--- config.mk ---
export PLATFORM = sky130hd
export DESIGN_NAME = data_address_and_register_banks
export DESIGN_NICKNAME = d
export VERILOG_FILES = /design/src/design/data_address_and_register_banks_pkg.sv /design/src/design/gpr_pair_mem.sv /design/src/design/bit_op_unit.sv /design/src/design/data_address_and_register_banks.sv
export VERILOG_INCLUDE_DIRS = /design/src /design/src/design
export SDC_FILE = /design/constraint.sdc
export NUM_CORES = 1
export LEC_CHECK = 0
export ABC_AREA = 1
export ABC_CLOCK_PERIOD_IN_PS = 2290
export BUFFER_PORTS_ARGS = -buffer_cell sky130_fd_sc_hd__buf_2
export CELL_PAD_IN_SITES_DETAIL_PLACEMENT = 1
export CELL_PAD_IN_SITES_GLOBAL_PLACEMENT = 2
export CORE_UTILIZATION = 31
export CTS_CLUSTER_DIAMETER = 60
export DETAILED_ROUTE_END_ITERATION = 16
export PLACE_DENSITY = 0.71
export RECOVER_POWER = 50
export SYNTH_ARGS = -nofsm -noshare
export SYNTH_HDL_FRONTEND = slang
export SYNTH_SLANG_ARGS = --single-unit
--- constraint.sdc ---
create_clock -name pclk -period 2.29 [get_ports pclk]
set_clock_uncertainty 0.05 [all_clocks]
set_input_delay 0.229 -clock pclk [delete_from_list [all_inputs] [get_ports pclk]]
set_output_delay 0.229 -clock pclk [all_outputs]
set_load 0.05 [all_outputs]
--- src/design/data_address_and_register_banks_defines.svh ---
// Constants for the data address generator and register banks.
// Assumes inclusion by bare name from every design file that needs them.
`ifndef DATA_ADDRESS_AND_REGISTER_BANKS_DEFINES_SVH
`define DATA_ADDRESS_AND_REGISTER_BANKS_DEFINES_SVH

// ****************************************************************
// APB register offsets
// ****************************************************************
`define BANK_CTRL_OFFSET 8'h00
`define STACK_PTR_OFFSET 8'h04
`define BANK_STATUS_OFFSET 8'h08
`define GPR_WINDOW_BASE 8'h40
`define GPR_WINDOW_LAST 8'h7c

// ****************************************************************
// Field positions of the bank control register
// ****************************************************************
`define CTRL_MBE_BIT 0
`define CTRL_RBE_BIT 1
`define CTRL_MBS_LSB 4
`define CTRL_RBS_LSB 8

// ****************************************************************
// Reset values
// ****************************************************************
`define MBE_RESET 1'b0
`define RBE_RESET 1'b0
`define MBS_RESET 4'h0
`define RBS_RESET 2'h0
`define SP_RESET 8'h00

// ****************************************************************
// Data memory map
// ****************************************************************
`define MEM_BANK_LOW 4'h0
`define MEM_BANK_HIGH 4'hf
`define FMEM_IRQ_FIRST 12'hfb0
`define FMEM_IRQ_LAST 12'hfbf
`define FMEM_PORT_FIRST 12'hff0
`define FMEM_PORT_LAST 12'hfff
`define PMEM_FIRST 12'hfc0
`define PAIR_XA 2'h0
`define PAIR_HL 2'h1

`endif

--- src/design/data_address_and_register_banks_pkg.sv ---
// Types shared by the address generator and its helpers.
// Assumes nothing beyond a SystemVerilog compiler.
package data_address_and_register_banks_pkg;

   // Addressing form of a core request
   typedef enum logic [2:0] {
      mode_ptr4 = 3'h0,
      mode_ptr8 = 3'h1,
      mode_fmem_bit = 3'h2,
      mode_pmem_l = 3'h3,
      mode_h_mem_bit = 3'h4,
      mode_stack = 3'h5
   } addr_mode_t;

   // Operation carried with the request
   typedef enum logic [2:0] {
      op_move = 3'h0,
      op_exchange = 3'h1,
      op_compare_skip = 3'h2,
      op_carry_and_bit = 3'h3,
      op_carry_or_bit = 3'h4,
      op_carry_xor_bit = 3'h5,
      op_test_clear_skip = 3'h6,
      op_pop = 3'h7
   } op_t;

endpackage : data_address_and_register_banks_pkg

--- src/design/gpr_pair_mem.sv ---
// Register bank storage: sixteen 8-bit pair words, nibble writable.
// Assumes one clock; read data appear one edge after the address.
`timescale 1ns/1ps
`default_nettype none

module gpr_pair_mem #(
   parameter int RD_PORTS = 3,
   parameter int WORDS = 16
) (
   input wire logic pclk, // Clock
   input wire logic [RD_PORTS*4-1:0] raddr, // Read addresses, packed per port
   output logic [RD_PORTS*8-1:0] rdata, // Registered read data
   input wire logic wr_en, // Write strobe
   input wire logic [1:0] wr_nib, // Nibble enables, bit 0 low nibble
   input wire logic [3:0] waddr, // Write address
   input wire logic [7:0] wdata // Write data
);

   logic [7:0] mem_q [WORDS];

   always_ff @(posedge pclk) begin
      if (wr_en && wr_nib[0]) begin
         mem_q[waddr][3:0] <= wdata[3:0];
      end
      if (wr_en && wr_nib[1]) begin
         mem_q[waddr][7:4] <= wdata[7:4];
      end
   end

   // Storage has no reset, like the array it models
   for (genvar p = 0; p < RD_PORTS; p++) begin : g_rd
      always_ff @(posedge pclk) begin
         rdata[p*8 +: 8] <= mem_q[raddr[p*4 +: 4]];
      end
   end

endmodule : gpr_pair_mem

`default_nettype wire

--- src/design/bit_op_unit.sv ---
// Boolean and test-clear work on one addressed bit of a nibble.
// Assumes its caller registers the results.
`timescale 1ns/1ps
`default_nettype none

module bit_op_unit (
   input wire data_address_and_register_banks_pkg::op_t op, // Operation
   input wire logic [3:0] nibble, // Data read from memory
   input wire logic [1:0] bit_sel, // Bit position
   input wire logic carry_in, // Carry before the operation
   output logic carry_out, // Carry after the operation
   output logic [3:0] nibble_out, // Data to write back
   output logic write_back, // Nibble must be written
   output logic skip // Next instruction is skipped
);

   wire logic bit_val = nibble[bit_sel];
   wire logic [3:0] bit_mask = 4'h1 << bit_sel;
   wire logic is_and = (op == data_address_and_register_banks_pkg::op_carry_and_bit);
   wire logic is_or = (op == data_address_and_register_banks_pkg::op_carry_or_bit);
   wire logic is_xor = (op == data_address_and_register_banks_pkg::op_carry_xor_bit);
   wire logic is_tclr = (op == data_address_and_register_banks_pkg::op_test_clear_skip);

   assign carry_out = is_and ? (carry_in & bit_val) :
                      is_or ? (carry_in | bit_val) :
                      is_xor ? (carry_in ^ bit_val) : carry_in;
   // Test and clear in one pass so nothing can slip between them
   assign nibble_out = is_tclr ? (nibble & ~bit_mask) : nibble;
   assign write_back = is_tclr & bit_val;
   assign skip = is_tclr & bit_val;

endmodule : bit_op_unit

`default_nettype wire

--- src/design/data_address_and_register_banks.sv ---
// Data memory address generator with the general-purpose register banks.
// Assumes an APB master, a decode stage that issues one request at a time,
// and a data memory array outside that returns nibbles on mem_rdata.
`timescale 1ns/1ps
`default_nettype none
`include "data_address_and_register_banks_defines.svh"

// How it works
// - 8-bit pointer access clears bit 0, pairs nibbles
// - 8-bit pointer bank chosen like 4-bit pointer
// - 8-bit pointer serves move, exchange, compare-skip
// - Fixed-area bit access ignores bank flags
// - Peripheral indirect bit access only FC0-FFF
// - Upper ten bits operand, low two from L
// - H gives high nibble, operand low nibble, bank on top
// - Carry AND/OR/XOR and test-clear-skip supported
// - Stack always in bank 0 at pointer
// - Stack serves interrupts, calls and push/pop
// - Four banks of eight nibbles at 00-1F
// - Active register bank is enable AND select
// - Register order A X L H E D C B
// - Bank enable saved, restored, loaded from vector
// - Pairs of active and bit-0-flipped bank
// - Pointer memory bank is enable AND select
// - Memory bank select takes only 0 or 15
module data_address_and_register_banks (
   input wire logic pclk, // Clock, 125 MHz
   input wire logic presetn, // Asynchronous reset, active low
   input wire logic [7:0] paddr, // APB address
   input wire logic psel, // APB select
   input wire logic penable, // APB enable
   input wire logic pwrite, // APB direction
   input wire logic [31:0] pwdata, // APB write data
   output logic [31:0] prdata, // APB read data
   output logic pready, // APB ready
   output logic pslverr, // APB error
   input wire logic req_valid, // Address request
   input wire data_address_and_register_banks_pkg::addr_mode_t req_mode, // Addressing form
   input wire data_address_and_register_banks_pkg::op_t req_op, // Operation
   input wire logic [11:0] req_operand, // Operand address field
   input wire logic [1:0] req_bit, // Operand bit field
   output logic [11:0] mem_addr, // Data memory address
   output logic mem_valid, // Address valid, one cycle
   output logic mem_pair, // 8-bit pair access
   output data_address_and_register_banks_pkg::op_t mem_op, // Operation passed on
   output logic [1:0] mem_bit, // Bit position for bit forms
   output logic addr_fault, // Operand out of range or op not allowed
   input wire logic mem_rdata_valid, // Bit phase nibble valid
   input wire logic [3:0] mem_rdata, // That nibble
   input wire logic carry_in, // Carry flag of the core
   output logic bit_done, // Bit result valid
   output logic carry_out, // New carry
   output logic [3:0] bit_wdata, // Nibble to write back
   output logic bit_write, // Write back needed
   output logic skip, // Skip next instruction
   input wire logic call_enter, // Subroutine call, pulse
   input wire logic call_return, // Subroutine return, pulse
   input wire logic irq_enter, // Interrupt entry, pulse
   input wire logic irq_return, // Interrupt return, pulse
   input wire logic vec_mbe, // Vector memory bank enable
   input wire logic vec_rbe, // Vector register bank enable
   input wire logic restore_mbe, // Popped memory bank enable
   input wire logic restore_rbe, // Popped register bank enable
   output logic save_mbe, // Memory bank enable to push
   output logic save_rbe, // Register bank enable to push
   input wire logic pair_rd, // Pair read request
   input wire logic pair_wr, // Pair write request
   input wire logic [1:0] pair_sel, // Pair: XA, HL, DE, BC
   input wire logic pair_primed, // Primed bank
   input wire logic [7:0] pair_wdata, // Pair write data
   output logic [7:0] pair_rdata, // Pair read data
   output logic [1:0] active_reg_bank, // Register bank in use
   output logic [3:0] active_mem_bank // Pointer memory bank in use
);

   // ****************************************************************
   // Bank flags and stack pointer
   // ****************************************************************
   logic mbe_q, mbe_d;
   logic rbe_q, rbe_d;
   logic [3:0] mbs_q, mbs_d;
   logic [1:0] rbs_q, rbs_d;
   logic [7:0] sp_q, sp_d;

   wire logic [3:0] mem_bank = mbe_q ? mbs_q : `MEM_BANK_LOW;
   wire logic [1:0] reg_bank = rbe_q ? rbs_q : 2'h0;
   wire logic [1:0] primed_bank = {reg_bank[1], ~reg_bank[0]};
   assign active_reg_bank = reg_bank;
   assign active_mem_bank = mem_bank;

   // ****************************************************************
   // APB decode
   // ****************************************************************
   wire logic apb_acc = psel & penable;
   wire logic hit_ctrl = (paddr == `BANK_CTRL_OFFSET);
   wire logic hit_sp = (paddr == `STACK_PTR_OFFSET);
   wire logic hit_stat = (paddr == `BANK_STATUS_OFFSET);
   wire logic hit_gpr = (paddr >= `GPR_WINDOW_BASE) && (paddr <= `GPR_WINDOW_LAST)
                        && (paddr[1:0] == 2'h0);
   wire logic hit_any = hit_ctrl | hit_sp | hit_stat | hit_gpr;
   logic gpr_rd_wait_q;
   // Window reads wait one cycle for the registered memory port;
   // window writes wait while the core owns the write port
   wire logic gpr_rd_stall = hit_gpr & ~pwrite & ~gpr_rd_wait_q;
   wire logic gpr_wr_stall = hit_gpr & pwrite & pair_wr;
   assign pready = ~(gpr_rd_stall | gpr_wr_stall);
   wire logic apb_done = apb_acc & pready;
   wire logic apb_wr = apb_done & pwrite;
   assign pslverr = apb_acc & ~hit_any;

   always_ff @(posedge pclk or negedge presetn) begin
      if (!presetn) begin
         gpr_rd_wait_q <= 1'b0;
      end else begin
         gpr_rd_wait_q <= apb_acc & hit_gpr & ~pwrite & ~gpr_rd_wait_q;
      end
   end

   // ****************************************************************
   // Register bank storage
   // ****************************************************************
   logic [23:0] gpr_rdata;
   wire logic [3:0] hl_index = {reg_bank, `PAIR_HL};
   wire logic [3:0] pair_index = {(pair_primed ? primed_bank : reg_bank), pair_sel};
   wire logic [3:0] apb_index = paddr[5:2];
   wire logic [11:0] gpr_raddr = {apb_index, pair_index, hl_index};
   wire logic core_wr = pair_wr;
   wire logic gpr_wr_en = core_wr | (apb_wr & hit_gpr);
   wire logic [3:0] gpr_waddr = core_wr ? pair_index : apb_index;
   wire logic [7:0] gpr_wdata = core_wr ? pair_wdata : pwdata[7:0];
   wire logic [7:0] hl_pair = gpr_rdata[7:0];

   gpr_pair_mem #(
      .RD_PORTS(3),
      .WORDS(16)
   ) u_gpr (
      .pclk(pclk),
      .raddr(gpr_raddr),
      .rdata(gpr_rdata),
      .wr_en(gpr_wr_en),
      .wr_nib(2'h3),
      .waddr(gpr_waddr),
      .wdata(gpr_wdata)
   );

   assign pair_rdata = gpr_rdata[15:8];

   // ****************************************************************
   // Flag and stack pointer updates
   // ****************************************************************
   wire logic mbs_ok = (pwdata[`CTRL_MBS_LSB +: 4] == `MEM_BANK_LOW)
                       || (pwdata[`CTRL_MBS_LSB +: 4] == `MEM_BANK_HIGH);
   wire logic ctrl_wr = apb_wr & hit_ctrl;
   wire logic sp_wr = apb_wr & hit_sp;
   wire logic stack_req = req_valid && (req_mode == data_address_and_register_banks_pkg::mode_stack);
   wire logic stack_pop = stack_req && (req_op == data_address_and_register_banks_pkg::op_pop);
   wire logic [7:0] sp_dec = sp_q - 8'h01;
   wire logic [7:0] sp_inc = sp_q + 8'h01;

   always_comb begin
      mbe_d = mbe_q;
      rbe_d = rbe_q;
      mbs_d = mbs_q;
      rbs_d = rbs_q;
      sp_d = sp_q;
      if (ctrl_wr) begin
         mbe_d = pwdata[`CTRL_MBE_BIT];
         rbe_d = pwdata[`CTRL_RBE_BIT];
         rbs_d = pwdata[`CTRL_RBS_LSB +: 2];
         if (mbs_ok) begin
            mbs_d = pwdata[`CTRL_MBS_LSB +: 4];
         end
      end
      // Hardware events win over a software write in the same cycle
      if (irq_enter) begin
         mbe_d = vec_mbe;
         rbe_d = vec_rbe;
      end else if (call_return || irq_return) begin
         mbe_d = restore_mbe;
         rbe_d = restore_rbe;
      end
      if (sp_wr) begin
         sp_d = pwdata[7:0];
      end
      if (stack_req) begin
         sp_d = stack_pop ? sp_inc : sp_dec;
      end
   end

   always_ff @(posedge pclk or negedge presetn) begin
      if (!presetn) begin
         mbe_q <= `MBE_RESET;
         rbe_q <= `RBE_RESET;
         mbs_q <= `MBS_RESET;
         rbs_q <= `RBS_RESET;
         sp_q <= `SP_RESET;
      end else begin
         mbe_q <= mbe_d;
         rbe_q <= rbe_d;
         mbs_q <= mbs_d;
         rbs_q <= rbs_d;
         sp_q <= sp_d;
      end
   end

   // Flags to push are captured as the call or interrupt starts
   always_ff @(posedge pclk or negedge presetn) begin
      if (!presetn) begin
         save_mbe <= 1'b0;
         save_rbe <= 1'b0;
      end else if (call_enter || irq_enter) begin
         save_mbe <= mbe_q;
         save_rbe <= rbe_q;
      end
   end

   // ****************************************************************
   // Request stage: wait one edge for H and L to be read
   // ****************************************************************
   logic req_q;
   data_address_and_register_banks_pkg::addr_mode_t mode_q;
   data_address_and_register_banks_pkg::op_t op_q;
   logic [11:0] operand_q;
   logic [1:0] bit_q;
   logic [7:0] stack_off_q;

   always_ff @(posedge pclk or negedge presetn) begin
      if (!presetn) begin
         req_q <= 1'b0;
         mode_q <= data_address_and_register_banks_pkg::mode_ptr4;
         op_q <= data_address_and_register_banks_pkg::op_move;
         operand_q <= 12'h000;
         bit_q <= 2'h0;
         stack_off_q <= 8'h00;
      end else begin
         req_q <= req_valid;
         if (req_valid) begin
            mode_q <= req_mode;
            op_q <= req_op;
            operand_q <= req_operand;
            bit_q <= req_bit;
            stack_off_q <= stack_pop ? sp_q : sp_dec;
         end
      end
   end

   // ****************************************************************
   // Address formation
   // ****************************************************************
   wire logic [3:0] reg_h = hl_pair[7:4];
   wire logic [3:0] reg_l = hl_pair[3:0];
   wire logic in_irq_area = (operand_q >= `FMEM_IRQ_FIRST) && (operand_q <= `FMEM_IRQ_LAST);
   wire logic in_port_area = (operand_q >= `FMEM_PORT_FIRST) && (operand_q <= `FMEM_PORT_LAST);
   wire logic in_pmem_area = (operand_q >= `PMEM_FIRST);
   wire logic ptr8_op_ok = (op_q == data_address_and_register_banks_pkg::op_move)
                           || (op_q == data_address_and_register_banks_pkg::op_exchange)
                           || (op_q == data_address_and_register_banks_pkg::op_compare_skip);
   logic [11:0] addr_d;
   logic pair_d;
   logic [1:0] bit_d;
   logic fault_d;

   always_comb begin
      addr_d = {mem_bank, hl_pair};
      pair_d = 1'b0;
      bit_d = bit_q;
      fault_d = 1'b0;
      case (mode_q)
         data_address_and_register_banks_pkg::mode_ptr4: begin
            addr_d = {mem_bank, reg_h, reg_l};
         end
         data_address_and_register_banks_pkg::mode_ptr8: begin
            addr_d = {mem_bank, reg_h, reg_l[3:1], 1'b0};
            pair_d = 1'b1;
            fault_d = ~ptr8_op_ok;
         end
         data_address_and_register_banks_pkg::mode_fmem_bit: begin
            addr_d = operand_q;
            fault_d = ~(in_irq_area | in_port_area);
         end
         data_address_and_register_banks_pkg::mode_pmem_l: begin
            addr_d = {operand_q[11:2], reg_l[1:0]};
            bit_d = reg_l[1:0];
            fault_d = ~in_pmem_area;
         end
         data_address_and_register_banks_pkg::mode_h_mem_bit: begin
            addr_d = {mem_bank, reg_h, operand_q[3:0]};
         end
         data_address_and_register_banks_pkg::mode_stack: begin
            addr_d = {`MEM_BANK_LOW, stack_off_q};
         end
         default: begin
            fault_d = 1'b1;
         end
      endcase
   end

   always_ff @(posedge pclk or negedge presetn) begin
      if (!presetn) begin
         mem_addr <= 12'h000;
         mem_valid <= 1'b0;
         mem_pair <= 1'b0;
         mem_op <= data_address_and_register_banks_pkg::op_move;
         mem_bit <= 2'h0;
         addr_fault <= 1'b0;
      end else begin
         mem_valid <= req_q;
         if (req_q) begin
            mem_addr <= addr_d;
            mem_pair <= pair_d;
            mem_op <= op_q;
            mem_bit <= bit_d;
            addr_fault <= fault_d;
         end
      end
   end

   // ****************************************************************
   // Bit operation on the returned nibble
   // ****************************************************************
   logic bu_carry;
   logic [3:0] bu_nibble;
   logic bu_write;
   logic bu_skip;

   bit_op_unit u_bit (
      .op(mem_op),
      .nibble(mem_rdata),
      .bit_sel(mem_bit),
      .carry_in(carry_in),
      .carry_out(bu_carry),
      .nibble_out(bu_nibble),
      .write_back(bu_write),
      .skip(bu_skip)
   );

   always_ff @(posedge pclk or negedge presetn) begin
      if (!presetn) begin
         bit_done <= 1'b0;
         carry_out <= 1'b0;
         bit_wdata <= 4'h0;
         bit_write <= 1'b0;
         skip <= 1'b0;
      end else begin
         bit_done <= mem_rdata_valid;
         bit_write <= mem_rdata_valid & bu_write & ~addr_fault;
         skip <= mem_rdata_valid & bu_skip & ~addr_fault;
         if (mem_rdata_valid) begin
            carry_out <= bu_carry;
            bit_wdata <= bu_nibble;
         end
      end
   end

   // ****************************************************************
   // APB read data
   // ****************************************************************
   wire logic [31:0] ctrl_word = {22'h0, rbs_q, mbs_q, 2'h0, rbe_q, mbe_q};
   wire logic [31:0] stat_word = {10'h0, mem_addr, 2'h0, active_mem_bank, 2'h0, active_reg_bank};
   wire logic [31:0] gpr_word = {24'h0, gpr_rdata[23:16]};

   always_ff @(posedge pclk or negedge presetn) begin
      if (!presetn) begin
         prdata <= 32'h0000_0000;
      end else if (psel && !penable && !pwrite) begin
         prdata <= hit_ctrl ? ctrl_word :
                   hit_sp ? {24'h0, sp_q} :
                   hit_stat ? stat_word : 32'h0000_0000;
      end else if (apb_acc && hit_gpr && !pwrite && !gpr_rd_wait_q) begin
         prdata <= gpr_word;
      end
   end

endmodule : data_address_and_register_banks

`default_nettype wire

==> summary.txt <==
clock root cell -> clkbuf_16
Slew Viols, Final -> 26
R2R setup slack -> 0.21 ns
Skew-Pair Late Insertion Delay -> 0.58 ns
Rel. slew slack -> -1.254%
die area -> 40240 µm²
outcome -> complete, but fails checks
register clock-pin slew on the reported worst setup and hold paths -> 0.06 ns
Post-Route WL -> 45310 µm
max_cap viols -> 1
CTS tree -> yes
postcts setup bufs -> 0
die height -> 200.6 µm
via count -> 10880
vias in the first global route -> 11180
layout cells sized above 1 -> 15.19%
Buf/Inv on CP -> 4
Residual DRC -> 0
CTS Buf Count -> 31
area leader, netlist -> edfxtp_1
endpoints failing hold -> 0
count of final setup violators -> 0
fin crit share -> 96.33%
max incr delay on CP -> 0.40 ns
GRT overflow -> 0
HP Class -> in -> reg
WP data required -> 2.01 ns
top post-synthesis cells by area -> edfxtp_1 (31%), dfrtp_1 (20%), nand2_1 (11%)
Netlist cell types -> 42
worst-path cell chain -> nand2_1, buf_8, clkinv_1, buf_4, clkbuf_4
Finished Core Util -> 38.88%
dpl cells -> 2065
DIE WIDTH -> 200.6 µm
Pwr per Cell Area -> 834.4 nW/µm²
RSZ-0062 raised after global routing -> no
fin nets -> 1719
synthesized instance count -> 1421
Avg Vias per Cell -> 5.026
total clock sinks -> 249
leakage -> 6.572 nW
most common cell after layout, fill and taps aside -> nand2_1
I/O pin total -> 171
Max Fclk -> 453.3 MHz
initial DRC count -> 631
cell family with most CP delay -> buffers and inverters
core area -> 38740 µm²
DP HPWL -> 32930 µm
Port Buf Inserts -> 137
GPL Wtd Cong -> 0.8611
Final Non-Filler Cells -> 2165
maximum vdd ir drop -> 0.6795 mV
H-tree Lvls -> 1
1st-pass router iterations -> 4
antenna-violating nets left -> 0
Avg WL per Cell -> 20.93 µm
Initial Util -> 31.57%
CTS Buffer Depth -> 3
Setup CP Type -> reg -> out
Worst EP arrival -> 1.93 ns
failing checks -> max-capacitance violations, max-slew violations
register area share after synthesis -> 55.21%
Critical Path Start Type -> register
CP max FO -> 17
cell area after synthesis -> 12230 µm²
worst-margin pin slew -> 1.519 ns
critical path endpoint category -> primary output
Syn-to-layout area delta -> 23.16%
largest net degree at the start of global routing -> 108
Fin Setup TNS -> 0 ns
initial antenna violation count -> 1
syn_area_per_cell -> 8.605 µm²
Yosys warning total -> 0
most frequent cells in the layout -> nand2_1 (358), o21ai_0 (170), edfxtp_1 (128)
Tmin final -> 2.206 ns
row count -> 72
Tot GR Track Use -> 22.38%
first-pass GRT wire length -> 68320 µm
#FFs+latches synth -> 249
Slowest-stage cell, CP -> dfrtp_1
area share of the largest cell type after synthesis -> 31.43%
==> final timing paths <==
check | start | endpoint | depth (start not counted)
setup / recovery | rbe_q | active_reg_bank[1] | 5
hold / removal | irq_return | mbe_q | 4
setup reg to reg | rbe_q | u_gpr.mem_q[10][4] | 6
hold reg to reg | u_gpr.rdata[4] | mem_addr[4] | 2
max in group asynchronous | presetn | sp_q[7] | 3
min in group asynchronous | presetn | carry_out | 2
==> state kept, by name (all words and copies together), names as in the netlist, 4 cells and up <==
signal / cells
mbs_q: 4
u_gpr.rdata: 24
bit_wdata: 4
sp_q: 8
mem_addr: 12
stack_off_q: 8
prdata: 22
u_gpr.mem_q: 128
operand_q: 12
==> report_power, final <==
part | internal, W | switching (W)
clock network | 0.00283 | 0.00199
logic | 0.000636 | 0.00171
registers | 0.00507 | 0.000327
total | 0.00854 | 0.00402
==> synthesized netlist by cell type (all sizes together) <==
cell type    n
ha           5
a22oi        2
a41oi        1
nor3        12
nand2      362
dfxtp       24
inv        130
nand4       17
buf         43
clkbuf      41
o211ai      34
dfrtp       97
a21oi       69
o22ai       10
xnor2        1
mux2i        1
a31oi       14
xor2         3
clkinv       3
conb         1
edfxtp     128
nor2       112
a21boi       1
o21ai      180
o221ai       2
o2111ai      3
o21bai       2
nand3      123
==> metrics by stage <==
stage          power [W]  worst slack, ns  hold WS [ns]  area [µm²]
6_report         0.01257          0.08397       0.02823       15060
4_1_cts          0.01272          0.03252      0.002047       15140
2_1_floorplan   0.006895          -0.1296       -0.1166       12260
5_1_grt          0.01309          0.01443       0.05570       15060
3_5_place_dp    0.007802           0.1953        0.1181       13720
3_3_place_gp    0.007767           0.2126        0.1160       13720
==> area by class of cell <==
type	instances	area [µm²]
Antenna cell	1	2.502
Clock buffer	45	898.4
Clock inverter	13	110.1
Fill cell	4604	23680
Inverter	133	499.2
Multi-Input combinational cell	964	4563
Sequential cell	249	6751
Tap cell	518	648.1
Timing Repair Buffer	242	1587
==> routing by layer <==
| layer | track usage (%) | vias to the layer above | part of all wire, % |
|---|---|---|---|
| met5 | 0 | - | 0 |
| met4 | 6.352 | 0 | 2.7 |
| met3 | 3.409 | 66 | 4.7 |
| met2 | 37.66 | 252 | 48 |
| met1 | 29.79 | 5383 | 44 |
| li1 | - | 5181 | - |
==> kinds of logic (layout without fill, tap and decap cells) <==
kind of cell	after synthesis	after routing	synth area share, %
xor+xnor	4	4	0.4094
flops	249	249	55.21
other cells	1	11	0.03067
buf+inv	217	433	7.592
fa+ha+maj	5	5	0.5116
mux	1	1	0.08186
compound gates	318	318	14.27
simple gates	626	626	21.89
==> timing repair <==
item / 4_1_cts / 5_1_grt
setup endpoints to repair: 1 / 1
gates cloned: 0 / 0
gates resized for setup: 1 / 2
hold endpoints to repair: 137 / 0
hold buffers: 41 / 0
==> tightest hold or removal path, cell delays in order <==
cell and delay, ns:
buf_2 0.09, nor3_1 0.06, o21ai_0 0.14, o21ai_0 0.10
Power figures use the tool's default switching activity.
